[src/inc/cid_defs.vh]
// Purpose: constants of the interrupt dispatch block
// Assumes: one clock, aclk, 25 MHz; AXI4-Lite register access
// Notes: byte offsets, field positions, reset values
//
// How it works
// Any reset leaves global enable cleared
// Redirect needs global and own enables, plus group enable for peripheral flags
// Flags set on event regardless of enables
// Entry flushes, clears enable, saves, pushes, vectors
// During service, events flag but never redirect
// Return pops, restores context, sets global enable
// Pending enabled flag taken when enable returns
// Software clears handled flags before returning
// Software polls flags; one common vector
// Latency three to four instruction cycles
// Shadow covers work, status low, bank, pointers, latch
// Wake runs next instruction, then vectors if enabled
// Request is OR of enabled flags, gated globally
`ifndef CID_DEFS_VH
`define CID_DEFS_VH

`define CID_CLK_HZ 25000000
`define CID_QDIV 2'h3
`define CID_VECTOR 15'h0004

`define CID_A_CTRL 8'h00
`define CID_A_PFA 8'h04
`define CID_A_PFB 8'h08
`define CID_A_PEA 8'h0C
`define CID_A_PEB 8'h10
`define CID_A_CFG 8'h14
`define CID_A_ISTAT 8'h18
`define CID_A_IMASK 8'h1C
`define CID_A_STATE 8'h20

`define CID_B_GIE 7
`define CID_B_PERIPH_GROUP_IRQ_ENABLE 6
`define CID_B_CFG_RISE 0
`define CID_CFG_RST 8'h01
`define CID_NFLAG 19

`define CID_EV_ENTRY 0
`define CID_EV_RET 1
`define CID_EV_WAKE 2

`define CID_RESP_OK 2'h0
`define CID_RESP_ERR 2'h2

`endif

[src/rtl/cid_shadow.v]
// Purpose: shadow copy of the core context
// Assumes: save is a one-cycle pulse from the dispatcher
// Notes: holds value between saves; cleared by reset
`timescale 1ns/1ps
module cid_shadow (
  // Clock and reset
  input wire aclk,
  input wire aresetn,
  // Context in
  input wire save,
  input wire [54:0] ctx_in,
  // Context out
  output reg [54:0] ctx_ff
);

  always @(posedge aclk) begin
    if (!aresetn) begin
      ctx_ff <= 55'h0;
    end else if (save) begin
      ctx_ff <= ctx_in;
    end
  end

endmodule

[src/rtl/cid_dispatch.v]
// Purpose: interrupt flags, enables and vectoring sequence of the core
// Assumes: core inputs share aclk; ext_int_pin is asynchronous
// Notes: core acts on its control pulses at the cycle they are high
`timescale 1ns/1ps
`include "cid_defs.vh"
module cid_dispatch (
  // Clock and reset
  input wire aclk,
  input wire aresetn,
  // AXI4-Lite slave
  input wire [7:0] s_awaddr,
  input wire s_awvalid,
  output wire s_awready,
  input wire [31:0] s_wdata,
  input wire [3:0] s_wstrb,
  input wire s_wvalid,
  output wire s_wready,
  output reg [1:0] s_bresp,
  output reg s_bvalid,
  input wire s_bready,
  input wire [7:0] s_araddr,
  input wire s_arvalid,
  output wire s_arready,
  output reg [31:0] s_rdata,
  output reg [1:0] s_rresp,
  output reg s_rvalid,
  input wire s_rready,
  // Event sources
  input wire ext_int_pin,
  input wire [1:0] core_evt,
  input wire [7:0] periph_evt_a,
  input wire [7:0] periph_evt_b,
  // Core sequencer
  output reg icyc_en,
  input wire return_from_irq_op,
  input wire sleeping,
  input wire [14:0] cur_pc,
  input wire [7:0] ctx_w,
  input wire [2:0] ctx_status_low,
  input wire [4:0] ctx_bsr,
  input wire [15:0] ctx_fsr0,
  input wire [15:0] ctx_fsr1,
  input wire [6:0] ctx_pc_high_latch,
  output reg flush_ff,
  output reg push_ff,
  output reg [14:0] push_addr_ff,
  output reg vec_load_ff,
  output reg [14:0] vec_addr_ff,
  output reg pop_ff,
  output reg restore_ff,
  output wire [54:0] restore_ctx,
  output reg wake_ff,
  output wire core_irq_req,
  // Interrupt
  output wire irq
);

  localparam ST_RUN = 3'b001;
  localparam ST_SAVE = 3'b010;
  localparam ST_VECT = 3'b100;

  ////////////////////////////////////////////////////////////////////
  // Registers
  reg [1:0] div_ff;
  reg [`CID_NFLAG-1:0] flags_ff;
  reg gie_ff;
  reg periph_group_irq_enable_ff;
  reg [2:0] core_en_ff;
  reg [7:0] pea_ff;
  reg [7:0] peb_ff;
  reg [7:0] cfg_ff;
  reg [2:0] istat_ff;
  reg [2:0] imask_ff;
  reg [2:0] state_ff;
  reg pin_s1_ff;
  reg pin_s2_ff;
  reg pin_s3_ff;
  reg slp_prev_ff;
  reg hold_ff;
  reg aw_got_ff;
  reg w_got_ff;
  reg [7:0] awaddr_ff;
  reg [7:0] wdata_ff;
  reg wstrb_ff;

  ////////////////////////////////////////////////////////////////////
  // Instruction cycle divider
  always @(posedge aclk) begin
    if (!aresetn) begin
      div_ff <= 2'h0;
      icyc_en <= 1'b0;
    end else begin
      div_ff <= (div_ff == `CID_QDIV) ? 2'h0 : div_ff + 2'h1;
      icyc_en <= (div_ff == `CID_QDIV);
    end
  end

  ////////////////////////////////////////////////////////////////////
  // External pin synchroniser and edge select
  always @(posedge aclk) begin
    if (!aresetn) begin
      pin_s1_ff <= 1'b0;
      pin_s2_ff <= 1'b0;
      pin_s3_ff <= 1'b0;
    end else begin
      pin_s1_ff <= ext_int_pin;
      pin_s2_ff <= pin_s1_ff;
      pin_s3_ff <= pin_s2_ff;
    end
  end

  wire pin_edge = cfg_ff[`CID_B_CFG_RISE] ? (pin_s2_ff & ~pin_s3_ff) :
                  (~pin_s2_ff & pin_s3_ff);

  ////////////////////////////////////////////////////////////////////
  // AXI4-Lite write path
  assign s_awready = ~aw_got_ff & ~s_bvalid;
  assign s_wready = ~w_got_ff & ~s_bvalid;
  wire wr_fire = aw_got_ff & w_got_ff & ~s_bvalid;
  wire wr_ok = wr_fire & wstrb_ff;
  wire wr_ctrl = wr_ok & (awaddr_ff == `CID_A_CTRL);
  wire wr_pfa = wr_ok & (awaddr_ff == `CID_A_PFA);
  wire wr_pfb = wr_ok & (awaddr_ff == `CID_A_PFB);
  wire wr_pea = wr_ok & (awaddr_ff == `CID_A_PEA);
  wire wr_peb = wr_ok & (awaddr_ff == `CID_A_PEB);
  wire wr_cfg = wr_ok & (awaddr_ff == `CID_A_CFG);
  wire wr_imask = wr_ok & (awaddr_ff == `CID_A_IMASK);
  wire wr_mapped = (awaddr_ff == `CID_A_CTRL) |
                   (awaddr_ff == `CID_A_PFA) |
                   (awaddr_ff == `CID_A_PFB) |
                   (awaddr_ff == `CID_A_PEA) |
                   (awaddr_ff == `CID_A_PEB) |
                   (awaddr_ff == `CID_A_CFG) |
                   (awaddr_ff == `CID_A_ISTAT) |
                   (awaddr_ff == `CID_A_IMASK) |
                   (awaddr_ff == `CID_A_STATE);

  always @(posedge aclk) begin
    if (!aresetn) begin
      aw_got_ff <= 1'b0;
      w_got_ff <= 1'b0;
      awaddr_ff <= 8'h00;
      wdata_ff <= 8'h00;
      wstrb_ff <= 1'b0;
      s_bvalid <= 1'b0;
      s_bresp <= `CID_RESP_OK;
    end else begin
      if (s_awvalid & s_awready) begin
        aw_got_ff <= 1'b1;
        awaddr_ff <= s_awaddr;
      end
      if (s_wvalid & s_wready) begin
        w_got_ff <= 1'b1;
        wdata_ff <= s_wdata[7:0];
        wstrb_ff <= s_wstrb[0];
      end
      if (wr_fire) begin
        aw_got_ff <= 1'b0;
        w_got_ff <= 1'b0;
        s_bvalid <= 1'b1;
        s_bresp <= wr_mapped ? `CID_RESP_OK : `CID_RESP_ERR;
      end else if (s_bvalid & s_bready) begin
        s_bvalid <= 1'b0;
      end
    end
  end

  ////////////////////////////////////////////////////////////////////
  // Flags: one bit per source, event wins over a write
  wire [`CID_NFLAG-1:0] flag_evt = {periph_evt_b, periph_evt_a,
                                    core_evt, pin_edge};
  wire [`CID_NFLAG-1:0] flag_we = {{8{wr_pfb}}, {8{wr_pfa}},
                                   {3{wr_ctrl}}};
  wire [`CID_NFLAG-1:0] flag_wv = {wdata_ff, wdata_ff, wdata_ff[2:0]};

  genvar gi;
  generate
    for (gi = 0; gi < `CID_NFLAG; gi = gi + 1) begin : g_flag
      always @(posedge aclk) begin
        if (!aresetn) begin
          flags_ff[gi] <= 1'b0;
        end else begin
          flags_ff[gi] <= (flag_we[gi] ? flag_wv[gi] : flags_ff[gi]) |
                          flag_evt[gi];
        end
      end
    end
  endgenerate

  ////////////////////////////////////////////////////////////////////
  // Request forming
  wire core_hit = |(flags_ff[2:0] & core_en_ff);
  wire periph_hit = |(flags_ff[10:3] & pea_ff) |
                    |(flags_ff[18:11] & peb_ff);
  wire any_enabled = core_hit | (periph_group_irq_enable_ff & periph_hit);
  assign core_irq_req = gie_ff & any_enabled;

  ////////////////////////////////////////////////////////////////////
  // Dispatch sequencer
  wire can_take = icyc_en & ~sleeping & ~hold_ff;
  wire take = (state_ff == ST_RUN) & can_take & core_irq_req;
  wire do_ret = (state_ff == ST_RUN) & return_from_irq_op;
  wire wake_now = sleeping & any_enabled & ~wake_ff;

  always @(posedge aclk) begin
    if (!aresetn) begin
      state_ff <= ST_RUN;
      flush_ff <= 1'b0;
      push_ff <= 1'b0;
      push_addr_ff <= 15'h0000;
      vec_load_ff <= 1'b0;
      vec_addr_ff <= 15'h0000;
      pop_ff <= 1'b0;
      restore_ff <= 1'b0;
    end else begin
      flush_ff <= 1'b0;
      push_ff <= 1'b0;
      vec_load_ff <= 1'b0;
      pop_ff <= do_ret;
      restore_ff <= do_ret;
      case (state_ff)
        ST_RUN: begin
          if (take) begin
            flush_ff <= 1'b1;
            push_addr_ff <= cur_pc;
            state_ff <= ST_SAVE;
          end
        end
        ST_SAVE: begin
          if (icyc_en) begin
            push_ff <= 1'b1;
            state_ff <= ST_VECT;
          end
        end
        ST_VECT: begin
          if (icyc_en) begin
            vec_load_ff <= 1'b1;
            vec_addr_ff <= `CID_VECTOR;
            state_ff <= ST_RUN;
          end
        end
        default: begin
          state_ff <= ST_RUN;
        end
      endcase
    end
  end

  ////////////////////////////////////////////////////////////////////
  // Sleep wake and one-instruction hold after wake
  always @(posedge aclk) begin
    if (!aresetn) begin
      slp_prev_ff <= 1'b0;
      hold_ff <= 1'b0;
      wake_ff <= 1'b0;
    end else begin
      slp_prev_ff <= sleeping;
      wake_ff <= wake_now | (wake_ff & sleeping);
      if (slp_prev_ff & ~sleeping) begin
        hold_ff <= 1'b1;
      end else if (icyc_en) begin
        hold_ff <= 1'b0;
      end
    end
  end

  ////////////////////////////////////////////////////////////////////
  // Enables and configuration
  always @(posedge aclk) begin
    if (!aresetn) begin
      gie_ff <= 1'b0;
      periph_group_irq_enable_ff <= 1'b0;
      core_en_ff <= 3'h0;
      pea_ff <= 8'h00;
      peb_ff <= 8'h00;
      cfg_ff <= `CID_CFG_RST;
      imask_ff <= 3'h0;
    end else begin
      if (wr_ctrl) begin
        periph_group_irq_enable_ff <= wdata_ff[`CID_B_PERIPH_GROUP_IRQ_ENABLE];
        core_en_ff <= wdata_ff[5:3];
      end
      if (take) begin
        gie_ff <= 1'b0;
      end else if (do_ret) begin
        gie_ff <= 1'b1;
      end else if (wr_ctrl) begin
        gie_ff <= wdata_ff[`CID_B_GIE];
      end
      if (wr_pea) begin
        pea_ff <= wdata_ff;
      end
      if (wr_peb) begin
        peb_ff <= wdata_ff;
      end
      if (wr_cfg) begin
        cfg_ff <= wdata_ff;
      end
      if (wr_imask) begin
        imask_ff <= wdata_ff[2:0];
      end
    end
  end

  ////////////////////////////////////////////////////////////////////
  // Shadow context
  cid_shadow u_shadow (
    .aclk(aclk),
    .aresetn(aresetn),
    .save(take),
    .ctx_in({ctx_w, ctx_status_low, ctx_bsr, ctx_fsr0, ctx_fsr1,
             ctx_pc_high_latch}),
    .ctx_ff(restore_ctx)
  );

  ////////////////////////////////////////////////////////////////////
  // AXI4-Lite read path and event status
  assign s_arready = ~s_rvalid;
  wire rd_fire = s_arvalid & s_arready;
  wire rd_istat = rd_fire & (s_araddr == `CID_A_ISTAT);
  wire [2:0] ev_set = {wake_now, do_ret, take};
  reg [7:0] rd_val;
  reg rd_hit;

  always @* begin
    rd_val = 8'h00;
    rd_hit = 1'b1;
    case (s_araddr)
      `CID_A_CTRL: rd_val = {gie_ff, periph_group_irq_enable_ff, core_en_ff, flags_ff[2:0]};
      `CID_A_PFA: rd_val = flags_ff[10:3];
      `CID_A_PFB: rd_val = flags_ff[18:11];
      `CID_A_PEA: rd_val = pea_ff;
      `CID_A_PEB: rd_val = peb_ff;
      `CID_A_CFG: rd_val = cfg_ff;
      `CID_A_ISTAT: rd_val = {5'h00, istat_ff};
      `CID_A_IMASK: rd_val = {5'h00, imask_ff};
      `CID_A_STATE: rd_val = {3'h0, core_irq_req, sleeping, state_ff};
      default: rd_hit = 1'b0;
    endcase
  end

  always @(posedge aclk) begin
    if (!aresetn) begin
      s_rvalid <= 1'b0;
      s_rdata <= 32'h0000_0000;
      s_rresp <= `CID_RESP_OK;
      istat_ff <= 3'h0;
    end else begin
      if (rd_fire) begin
        s_rvalid <= 1'b1;
        s_rdata <= {24'h00_0000, rd_val};
        s_rresp <= rd_hit ? `CID_RESP_OK : `CID_RESP_ERR;
      end else if (s_rvalid & s_rready) begin
        s_rvalid <= 1'b0;
      end
      istat_ff <= (rd_istat ? 3'h0 : istat_ff) | ev_set;
    end
  end

  assign irq = |(istat_ff & imask_ff);

endmodule

[config.mk]
export PLATFORM = sky130hd
export DESIGN_NAME = cid_dispatch
export DESIGN_NICKNAME = d
export VERILOG_FILES = /design/src/rtl/cid_shadow.v /design/src/rtl/cid_dispatch.v
export VERILOG_INCLUDE_DIRS = /design/src /design/src/inc
export SDC_FILE = /design/constraint.sdc
export NUM_CORES = 1
export LEC_CHECK = 0
export BUFFER_PORTS_ARGS = -buffer_cell sky130_fd_sc_hd__buf_2
export CAP_MARGIN = 20
export CORE_MARGIN = 2
export CORE_UTILIZATION = 45
export CTS_CLUSTER_SIZE = 40
export DETAILED_ROUTE_END_ITERATION = 12
export PLACE_DENSITY = 0.84
export SYNTH_ARGS = -nofsm -noshare
export SYNTH_HDL_FRONTEND = slang
export SYNTH_SLANG_ARGS = --single-unit
[constraint.sdc]
create_clock -name aclk -period 1.9 [get_ports aclk]
set_input_delay 0.285 -clock aclk [delete_from_list [all_inputs] [get_ports aclk]]
set_output_delay 0.285 -clock aclk [all_outputs]
set_load 0.02 [all_outputs]
Word level (Yosys, flattened, before mapping):

Index checks and enable logic that the tools add are counted.

* register bits: 174
* bits in latches: 0
* RAM bits: 0
* bits in read-only memories: 0
* bits of input ports: 150
* output and inout port bits: 135
* word-level logic and storage cells: 212
* memories kept: 0

* add/subtract/negate cells: 1
* multipliers: 0
* div/mod/pow operators: 0
* order comparisons: 0
* equality and inequality tests: 23
* shift operators: 0
* multiplexer cells: 39
* bitwise logic cells: 76
* reduce and logical (&&, ||, !) cells: 20

Operator list (number)
* $pmux W8 S9: 1
* $eq A8 B5 Y1 const B: 8
* $eq A8 B4 Y1 const B: 4
* $and A1 B1 Y1: 31
* $mux W1: 31
* $or A1 B1 Y1: 30
* $and A8 B8 Y8: 2
* $eq A8 B3 Y1 const B: 2
* $eq A8 B6 Y1 const B: 2
* $logic_not A8 Y1: 2
* $reduce_or A8 Y1: 2
* $mux W3: 4
* $not A1 Y1: 10
* $reduce_and A2 Y1: 5
* $pmux W3 S3: 1
* $reduce_or A9 Y1: 1
* $reduce_bool A2 Y1: 4
* $and A3 B3 Y3: 2
* $ne A2 B2 Y1 const B: 3
* $reduce_or A2 Y1: 3
* $reduce_or A3 Y1: 2
* $mux W2: 2
* $eq A3 B1 Y1 const B: 1
* $eq A3 B2 Y1 const B: 1
* other kinds (5): 5

Logic depth before layout (Yosys ltp):

Gate-level depths: netlist (run 1).

* word-level depth: 10
* depth in mapped cells: 7
* mapped depth without buffers: 5

Modules after synthesis:

A second synthesis (run 1) with hierarchy kept.

* cell total of the unflattened synthesis: 734
* area total of the unflattened synthesis: 7564.8 µm²

By module, submodules not included
* cid_dispatch: instances 1, cells each 557, area each 5434.0 µm²
* cid_shadow: instances 1, cells each 177, area each 2130.8 µm²

Least setup slack after synthesis (run 1):

No wires, ideal clock.

* path kind: register -> register
* from: register s_bvalid
* to: register flags_ff[11]
* arrival: 1.645 ns
* required time: 1.768 ns
* setup slack: 0.123 ns
* cell stages (with the launch flop): 7
* clock period less this slack: 1.777 ns
* path through: dfxtp_1 > and3b_1 > nand4b_2 > or3_1 > buf_2 > mux2i_1 > a21oi_1

* cells in the longest elaborated chain, start to end: 6

RTL lines
* start: declaration: line cid_dispatch.v:19 `output reg s_bvalid,`
* start signal: assignment: line cid_dispatch.v:145 `s_bvalid <= 1'b0;`
* start signal: assignment: line cid_dispatch.v:160 `s_bvalid <= 1'b1;`
* start signal: assignment: line cid_dispatch.v:163 `s_bvalid <= 1'b0;`
* $not A1 Y1: line cid_dispatch.v:119 `wire wr_fire = aw_got_ff & w_got_ff & ~s_bvalid;`
* $and A1 B1 Y1: line cid_dispatch.v:119
* $and A1 B1 Y1: line cid_dispatch.v:120 `wire wr_ok = wr_fire & wstrb_ff;`
* $and A1 B1 Y1: line cid_dispatch.v:123 `` wire wr_pfb = wr_ok & (awaddr_ff == `CID_A_PFB); ``
* $mux W1: line cid_dispatch.v:183 `flags_ff[gi] <= (flag_we[gi] ? flag_wv[gi] : flags_ff[gi]) |`
* $or A1 B1 Y1: line cid_dispatch.v:183
* end signal: indexed assignment: line cid_dispatch.v:183
* end: declaration: line cid_dispatch.v:65 `` reg [`CID_NFLAG-1:0] flags_ff; ``

No other way between the ends.
A chain may end at the register's enable or synchronous reset.

Final worst setup path (run 1):

* from: register pea_ff[1]
* to: output core_irq_req

* cells in the longest elaborated chain, start to end: 6

RTL lines
* start: declaration: line cid_dispatch.v:69 `reg [7:0] pea_ff;`
* start signal: assignment: line cid_dispatch.v:291 `pea_ff <= wdata_ff;`
* $and A8 B8 Y8: line cid_dispatch.v:193 `wire periph_hit = |(flags_ff[10:3] & pea_ff) |`
* $reduce_or A8 Y1: line cid_dispatch.v:193
* $or A1 B1 Y1: line cid_dispatch.v:194 `|(flags_ff[18:11] & peb_ff);`
* $and A1 B1 Y1: line cid_dispatch.v:195 `wire any_enabled = core_hit | (periph_group_irq_enable_ff & periph_hit);`
* $or A1 B1 Y1: line cid_dispatch.v:195
* $and A1 B1 Y1: line cid_dispatch.v:196 `assign core_irq_req = gie_ff & any_enabled;`
* end: declaration: line cid_dispatch.v:53 `output wire core_irq_req,`

No other way between the ends.

==> results by group, run 1 <==
Run status
  • Failing checks: setup timing
  • Outcome: finished with violations

Synth
  • Largest family of logic cells by synthesized area: multiplexers
  • Mapped Area: between 7000 and 8000 sq um
  • Top FF cell, synth: dfxtp_1
  • Post-synth ARST share: 0
  • Synth Area in Compound Gates: 0.0823
  • Post-Synthesis Cells: 833
  • Distinct cells, synth: around 60
  • Adder-Cell Fraction of Synth Area: 0.00166
  • Synth Area in XOR/XNOR: 0
  • Number of synthesized flops with an enable pin: 0
  • Synth Area in Simple Gates: 0.184
  • Register area share after synthesis: 0.457
  • Yosys warnings: 0
  • Syn_area_per_cell: 9.04 sq um
  • #FFs+latches synth: around 170
  • Multiplexer share of the synthesized area: 0.189

Global routing
  • Antenna violations before repair: 0
  • Largest net degree at the start of global routing: 108
  • GRT Total Usage: 0.218
  • Total grt overflow: 0
  • Global-route wire length before repair: 30.9 mm
  • Vias in the first global route: roughly 6400

Pwr
  • Power Internal: a little under 6000 uW
  • Psw: ~1900 uW
  • Peak supply drop: 0.000673 V
  • Clock power frac: 0.427
  • Switching part of the total: 0.240
  • Gate power share: 0.085
  • Sequential Power Share: 0.488
  • Leak: 0.00452 uW
  • Power Density: about 800 nW/um^2

Route
  • First-pass detailed-route iteration total: 5
  • Via Count: between 6000 and 7000
  • Drt drc: 0
  • Total wire length: ~20 mm
  • Antenna-violating nets left: 0
  • Vias/cell: 4.99
  • WL per Instance: between 15 and 20 um
  • First DRT Iteration DRCs: around 470

Cells and area
  • Ant diodes: 0
  • Most common cell after layout, fill and taps aside: buf_2
  • Layout cells sized above 1: 0.310
  • Register area: between 3000 and 4000 sq um
  • Commonest non-fill, non-tap cells in the layout: buf_2, nand2_1, dfxtp_1
  • Utilization after layout: 0.592
  • Layout area overhead: 29.5%
  • Fill cells: 1417
  • Final layout net count: around 1200
  • Fin area: about 9700 sq um
  • Multi-input gate area: about 3700 sq um

Place
  • DP Area: 8880 sq um
  • DP Wirelength: between 10 and 15 mm
  • Port buffer count: approximately 220
  • GP Congestion: ~0.90

Critical path
  • Worst Path Required: approximately 1.6 ns
  • Crit end category: output pin
  • CP arrival: a little over 2 ns
  • CP max FO: 2
  • CP max stage cell: dfxtp_2
  • Startpoint types: flop
  • Worst path cell trace: a22o_1, a221oi_2, nand4_1, a21o_1, and2_4, buf_6
  • CP Class: flop to output pin
  • Slowest Stage Delay on Critical Path: 0.32 ns

Timing
  • Finish-stage setup viols: 76
  • Final Hold Vio Count: 0
  • Normalized max-slew margin: 0.594
  • Max-slew violation count: 0
  • Final Critical Period: approximately 2.4 ns
  • Clock Skew: just under 0.01 ns
  • Final WS setup: -0.456 ns
  • Worst slew pin tran: just over 0.6 ns
  • F_max: 424 MHz
  • Hold slack: between 0.05 and 0.06 ns
  • Crit share post-route: 1.24
  • Unrepaired setup endpoints after global routing: yes

Floorplanning
  • Die area: around 18000 sq um
  • Overall die height: approximately 130 um
  • Initial Utilization: 0.457
  • I/O pin cnt: around 290
  • Core area: approximately 16000 sq um
  • Rows: 47
  • Die Wd: ~130 um

Clock tree
  • Clock latency on the worst-skew pair: approximately 0.42 ns
  • CTS tree: yes
  • Total CTS buffers: 17
  • CTS max path bufs: 2
  • Num Clock Sinks: 172
  • Root Driver: clkbuf_16
  • Worst-path clk slew: ~0.06 ns
  • H-tree depth: 4

Flow run
  • Max Cap Violations: 0

Worst hold path
  • Hold Path Class: primary input to flop
## state kept, by name (all words and copies together) (netlist names), 2 cells and up
signal	flops
awaddr_ff	8
cfg_ff	8
core_en_ff	3
div_ff	2
flags_ff	19
imask_ff	3
istat_ff	3
pea_ff	8
peb_ff	8
push_addr_ff	15
s_rdata	8
state_ff	3
u_shadow.ctx_ff	55
wdata_ff	8
## worst max-delay path: cells and delay by family, from the launching register on
family | cells | cell delay [ns]
compound gates | 3 | 0.78
buf+inv | 1 | 0.12
flops | 1 | 0.32
simple gates | 2 | 0.43
## path summary, 6_finish.rpt
kind / from / end / slack (ns) / cells past startpoint
worst min-delay path: s_rready / s_rvalid / 0.05 / 2
worst min register to register: div_ff[0] / div_ff[0] / 0.44 / 1
worst max-delay path: pea_ff[1] / core_irq_req / -0.46 / 6
worst max register to register: pea_ff[1] / u_shadow.ctx_ff[13] / -0.31 / 8
## metal layers
layer,wire [um],GRT usage
met5,0,0
met4,597,0.114
met3,1190,0.0521
met2,9640,0.357
met1,8640,0.268
## final cells by class
class | instances | area share
Timing Repair Buffer | 276 | 0.174
Clock buffer | 25 | 0.0508
Inverter | 24 | 0.00924
Tap cell | 220 | 0.0282
Multi-Input combinational cell | 588 | 0.377
Clock inverter | 6 | 0.00629
Sequential cell | 172 | 0.354
## power by group through the flow
stage | logic (uW) | registers (uW) | clock network (uW)
CTS | 653 | 3770 | 3350
global placement | 633 | 3850 | 0
finish | 656 | 3780 | 3310
global route | 726 | 3790 | 3500
detailed placement | 648 | 3850 | 0
floorplan | 453 | 3820 | 0
## through the flow
step                setup TNS (ns)  worst slack (ns)  total power, uW  instances
finish                      -18.76            -0.456             7750       1311
global route                -18.08            -0.441             8010       1311
CTS                         -10.98            -0.366             7770       1303
detailed placement           -1.37           -0.0710             4500       1265
global placement                 0           0.00594             4480       1265
floorplan                        0             0.123             4270        872
## cell families (layout without fill, tap and decap cells)
family,Yosys count,count (layout)
other cells,1,40
fa+ha+maj,1,1
mux,136,136
buf+inv,113,331
flops,172,172
compound gates,96,97
simple gates,314,314
## synth_stat cells, types with 2 or more instances
library cell  count  area share
nand2_1         197       0.098
dfxtp_1         172        0.46
mux2i_1         125        0.17
nor2_1           52       0.026
a21oi_1          45       0.030
buf_4            41       0.041
clkbuf_1         32       0.016
inv_1            24       0.012
and2_1            9      0.0075
a22oi_1           8      0.0080
buf_6             8       0.012
nor3_1            8      0.0053
o21ai_0           8      0.0053
mux2_2            7       0.010
nand2b_1          7      0.0058
nor2b_1           7      0.0058
buf_2             6      0.0040
a22o_1            5      0.0058
and3_1            5      0.0042
a221o_1           4      0.0053
a221oi_1          4      0.0047
mux4_2            4       0.012
a31oi_1           3      0.0025
nand3_1           3      0.0020
nand3b_1          3      0.0030
nor4_1            3      0.0025
o21a_1            3      0.0030
and3b_1           2      0.0023
nand4_1           2      0.0017
nor2_2            2      0.0017
nor3b_1           2      0.0020
o221ai_1          2      0.0023
o31ai_1           2      0.0020
or3b_1            2      0.0023
or3b_2            2      0.0023
## repair_timing
action / in CTS / in global routing
pin swaps: 5 / 7
hold buffers: 0 / 0
setup endpoints to repair: 85 / 97
setup buffers: 3 / 10
gates cloned: 4 / 1
gates resized for setup: 15 / 10
Note: power is estimated with default switching activity, not from simulation.
==> inputs of run 2 (changes only) <==
Settings changed: MAX_ROUTING_LAYER from default to met4, REMOVE_ABC_BUFFERS from default to 1.
==> run 2 against run 1 <==
The flow still finishes with violations (setup timing). Flip-flop and latch count unchanged. Via count up 1.4%. Register-to-register slack better by 0.21 ns. Global-route usage up 0.78 points.
==> results by group, run 2 (synthesized netlist as in run 1, its figures left out) <==
Pwr
  • Power Density: 800 nW/um^2
  • Leak: 0.00452 uW
  • Peak supply drop: 0.000666 V

Floorplanning
  • Rows: 47
  • Die Wd: ~130 um
  • Initial Utilization: 0.457
  • I/O pin cnt: between 200 and 300
  • Core area: ~16000 sq um
  • Die area: about 18000 sq um
  • Overall die height: 133 um

Critical path
  • Crit end category: output pin
  • Worst Path Required: 1.62 ns
  • CP Class: flop to output pin
  • CP arrival: approximately 1.9 ns
  • Startpoint types: flop
  • CP max FO: 2
  • Reg2Reg Depth: 7

Timing
  • Unrepaired setup endpoints after global routing: yes
  • Hold slack: between 0.04 and 0.05 ns
  • Clock Skew: 0.0113 ns
  • Worst slew pin tran: 0.564 ns
  • Crit share post-route: 1.15
  • F_max: approximately 460 MHz
  • Max-slew violation count: 0
  • Final WS setup: -0.279 ns
  • Final Hold Vio Count: 0
  • Normalized max-slew margin: 0.621
  • Final Critical Period: roughly 2.2 ns
  • Finish-stage setup viols: 63

Clock tree
  • CTS max path bufs: 2
  • Num Clock Sinks: 172
  • H-tree depth: 4
  • Worst-path clk slew: 0.07 ns
  • # hold bufs at CTS: 0
  • Root Driver: clkbuf_16
  • Total CTS buffers: 17
  • Clock latency on the worst-skew pair: approximately 0.43 ns
  • CTS tree: yes

Place
  • Placed Instances: approximately 1300
  • Port buffer count: about 220
  • Dpl ws: -0.0481 ns
  • GP Congestion: around 0.9
  • DP Wirelength: 13.9 mm

Cells and area
  • Most common cell after layout, fill and taps aside: buf_2
  • Largest register FFs: 55
  • Commonest non-fill, non-tap cells in the layout: buf_2, nand2_1, dfxtp_1
  • Top Registers: u_shadow.ctx_ff: 55 flops, flags_ff: 19 flops, push_addr_ff: 15 flops
  • Largest Register: u_shadow.ctx_ff
  • Layout cells sized above 1: 0.314
  • Register area: between 3000 and 4000 sq um
  • Layout area overhead: 29.9%
  • Fin cells: 1312
  • Final layout net count: ~1200
  • Fill cells: ~1400
  • Utilization after layout: 0.594
  • Multi-input gate area: roughly 3700 sq um

Route
  • Total wire length: ~20 mm
  • Via Count: ~6600
  • Vias/cell: about 5.1
  • First-pass detailed-route iteration total: 5
  • First DRT Iteration DRCs: 407
  • Antenna-violating nets left: 0
  • Drt drc: 0
  • WL per Instance: between 15 and 20 um

Global routing
  • Vias in the first global route: about 6500
  • Global-route wire length before repair: roughly 31 mm
  • Largest net degree at the start of global routing: between 70 and 80
  • Antenna violations before repair: 3
  • Total grt overflow: 0
  • GRT Total Usage: 0.226

Flow run
  • Max Cap Violations: 0

Run status
  • Failing checks: setup timing
  • Outcome: finished with violations

Worst hold path
  • Worst hold path depth: 2
  • Hold Path Class: primary input to flop
[run 2: changes by cell type in the layout (fill, tap and decap cells not counted), sizes merged]
cell      before  now
clkbuf        25   22
diode          0    3
bufbuf         1    0
buf          275  272
inv           24   27
clkinvlp       1    2
clkinv         4    5
[run 2: repair_timing]
action,in CTS,in global routing
buffers inserted,3,8
setup endpoints to repair,69,99
gates resized for setup,17,16
pin swaps,4,3
gates cloned,4,2
[run 2: layout make-up]
| class | instances | share of cell area |
|---|---|---|
| Inverter | 24 | 0.00921 |
| Multi-Input combinational cell | 588 | 0.375 |
| Tap cell | 220 | 0.0281 |
| Timing Repair Buffer | 273 | 0.176 |
| Antenna cell | 3 | 0.000768 |
| Clock inverter | 11 | 0.0113 |
| Clock buffer | 21 | 0.0471 |
| Sequential cell | 172 | 0.353 |
[run 2: power by group]
| group | total, uW | switching [uW] | internal (uW) | leakage (uW) |
|---|---|---|---|---|
| clock network | 3380 | 1490 | 1890 | 0.000276 |
| registers | 3780 | 94.0 | 3690 | 0.00140 |
| logic | 663 | 395 | 268 | 0.00285 |
| total | 7820 | 1980 | 5850 | 0.00452 |
[run 2: path summary, 6_finish.rpt]
kind	startpoint	to	slack, ns
max	peb_ff[7]	core_irq_req	-0.28
min	s_rready	s_rvalid	0.05
max reg2reg	peb_ff[7]	push_addr_ff[1]	-0.10
min reg2reg	div_ff[0]	div_ff[0]	0.43
[run 2: worst max-delay path, stage by stage, from the launching register on]
cell and delay (ns):
dfxtp_2 0.32, a22o_1 0.23, a221oi_2 0.19, nand4_1 0.21, a21o_1 0.23, and2_4 0.16
buf_6 0.12
[run 2: through the flow]
| stage | total power (uW) | area (sq um) | TNS, ns |
|---|---|---|---|
| final | 7820 | 9780 | -4.76 |
| after global routing | 8100 | 9780 | -10.21 |
| after CTS | 7870 | 9720 | -11.63 |
| after detailed placement | 4500 | 8940 | -0.316 |
| after global placement | 4480 | 8940 | -0.0180 |
| after floorplan | 4140 | 7120 | -133.69 |
[run 2: layer usage]
layer  vias up  track usage  wire length [um]
met5         -            -                 0
met4         0       0.0727               458
met3        37       0.0693              1470
met2       274        0.389              9900
met1      3099        0.251              8280
li1       3229            -                 -
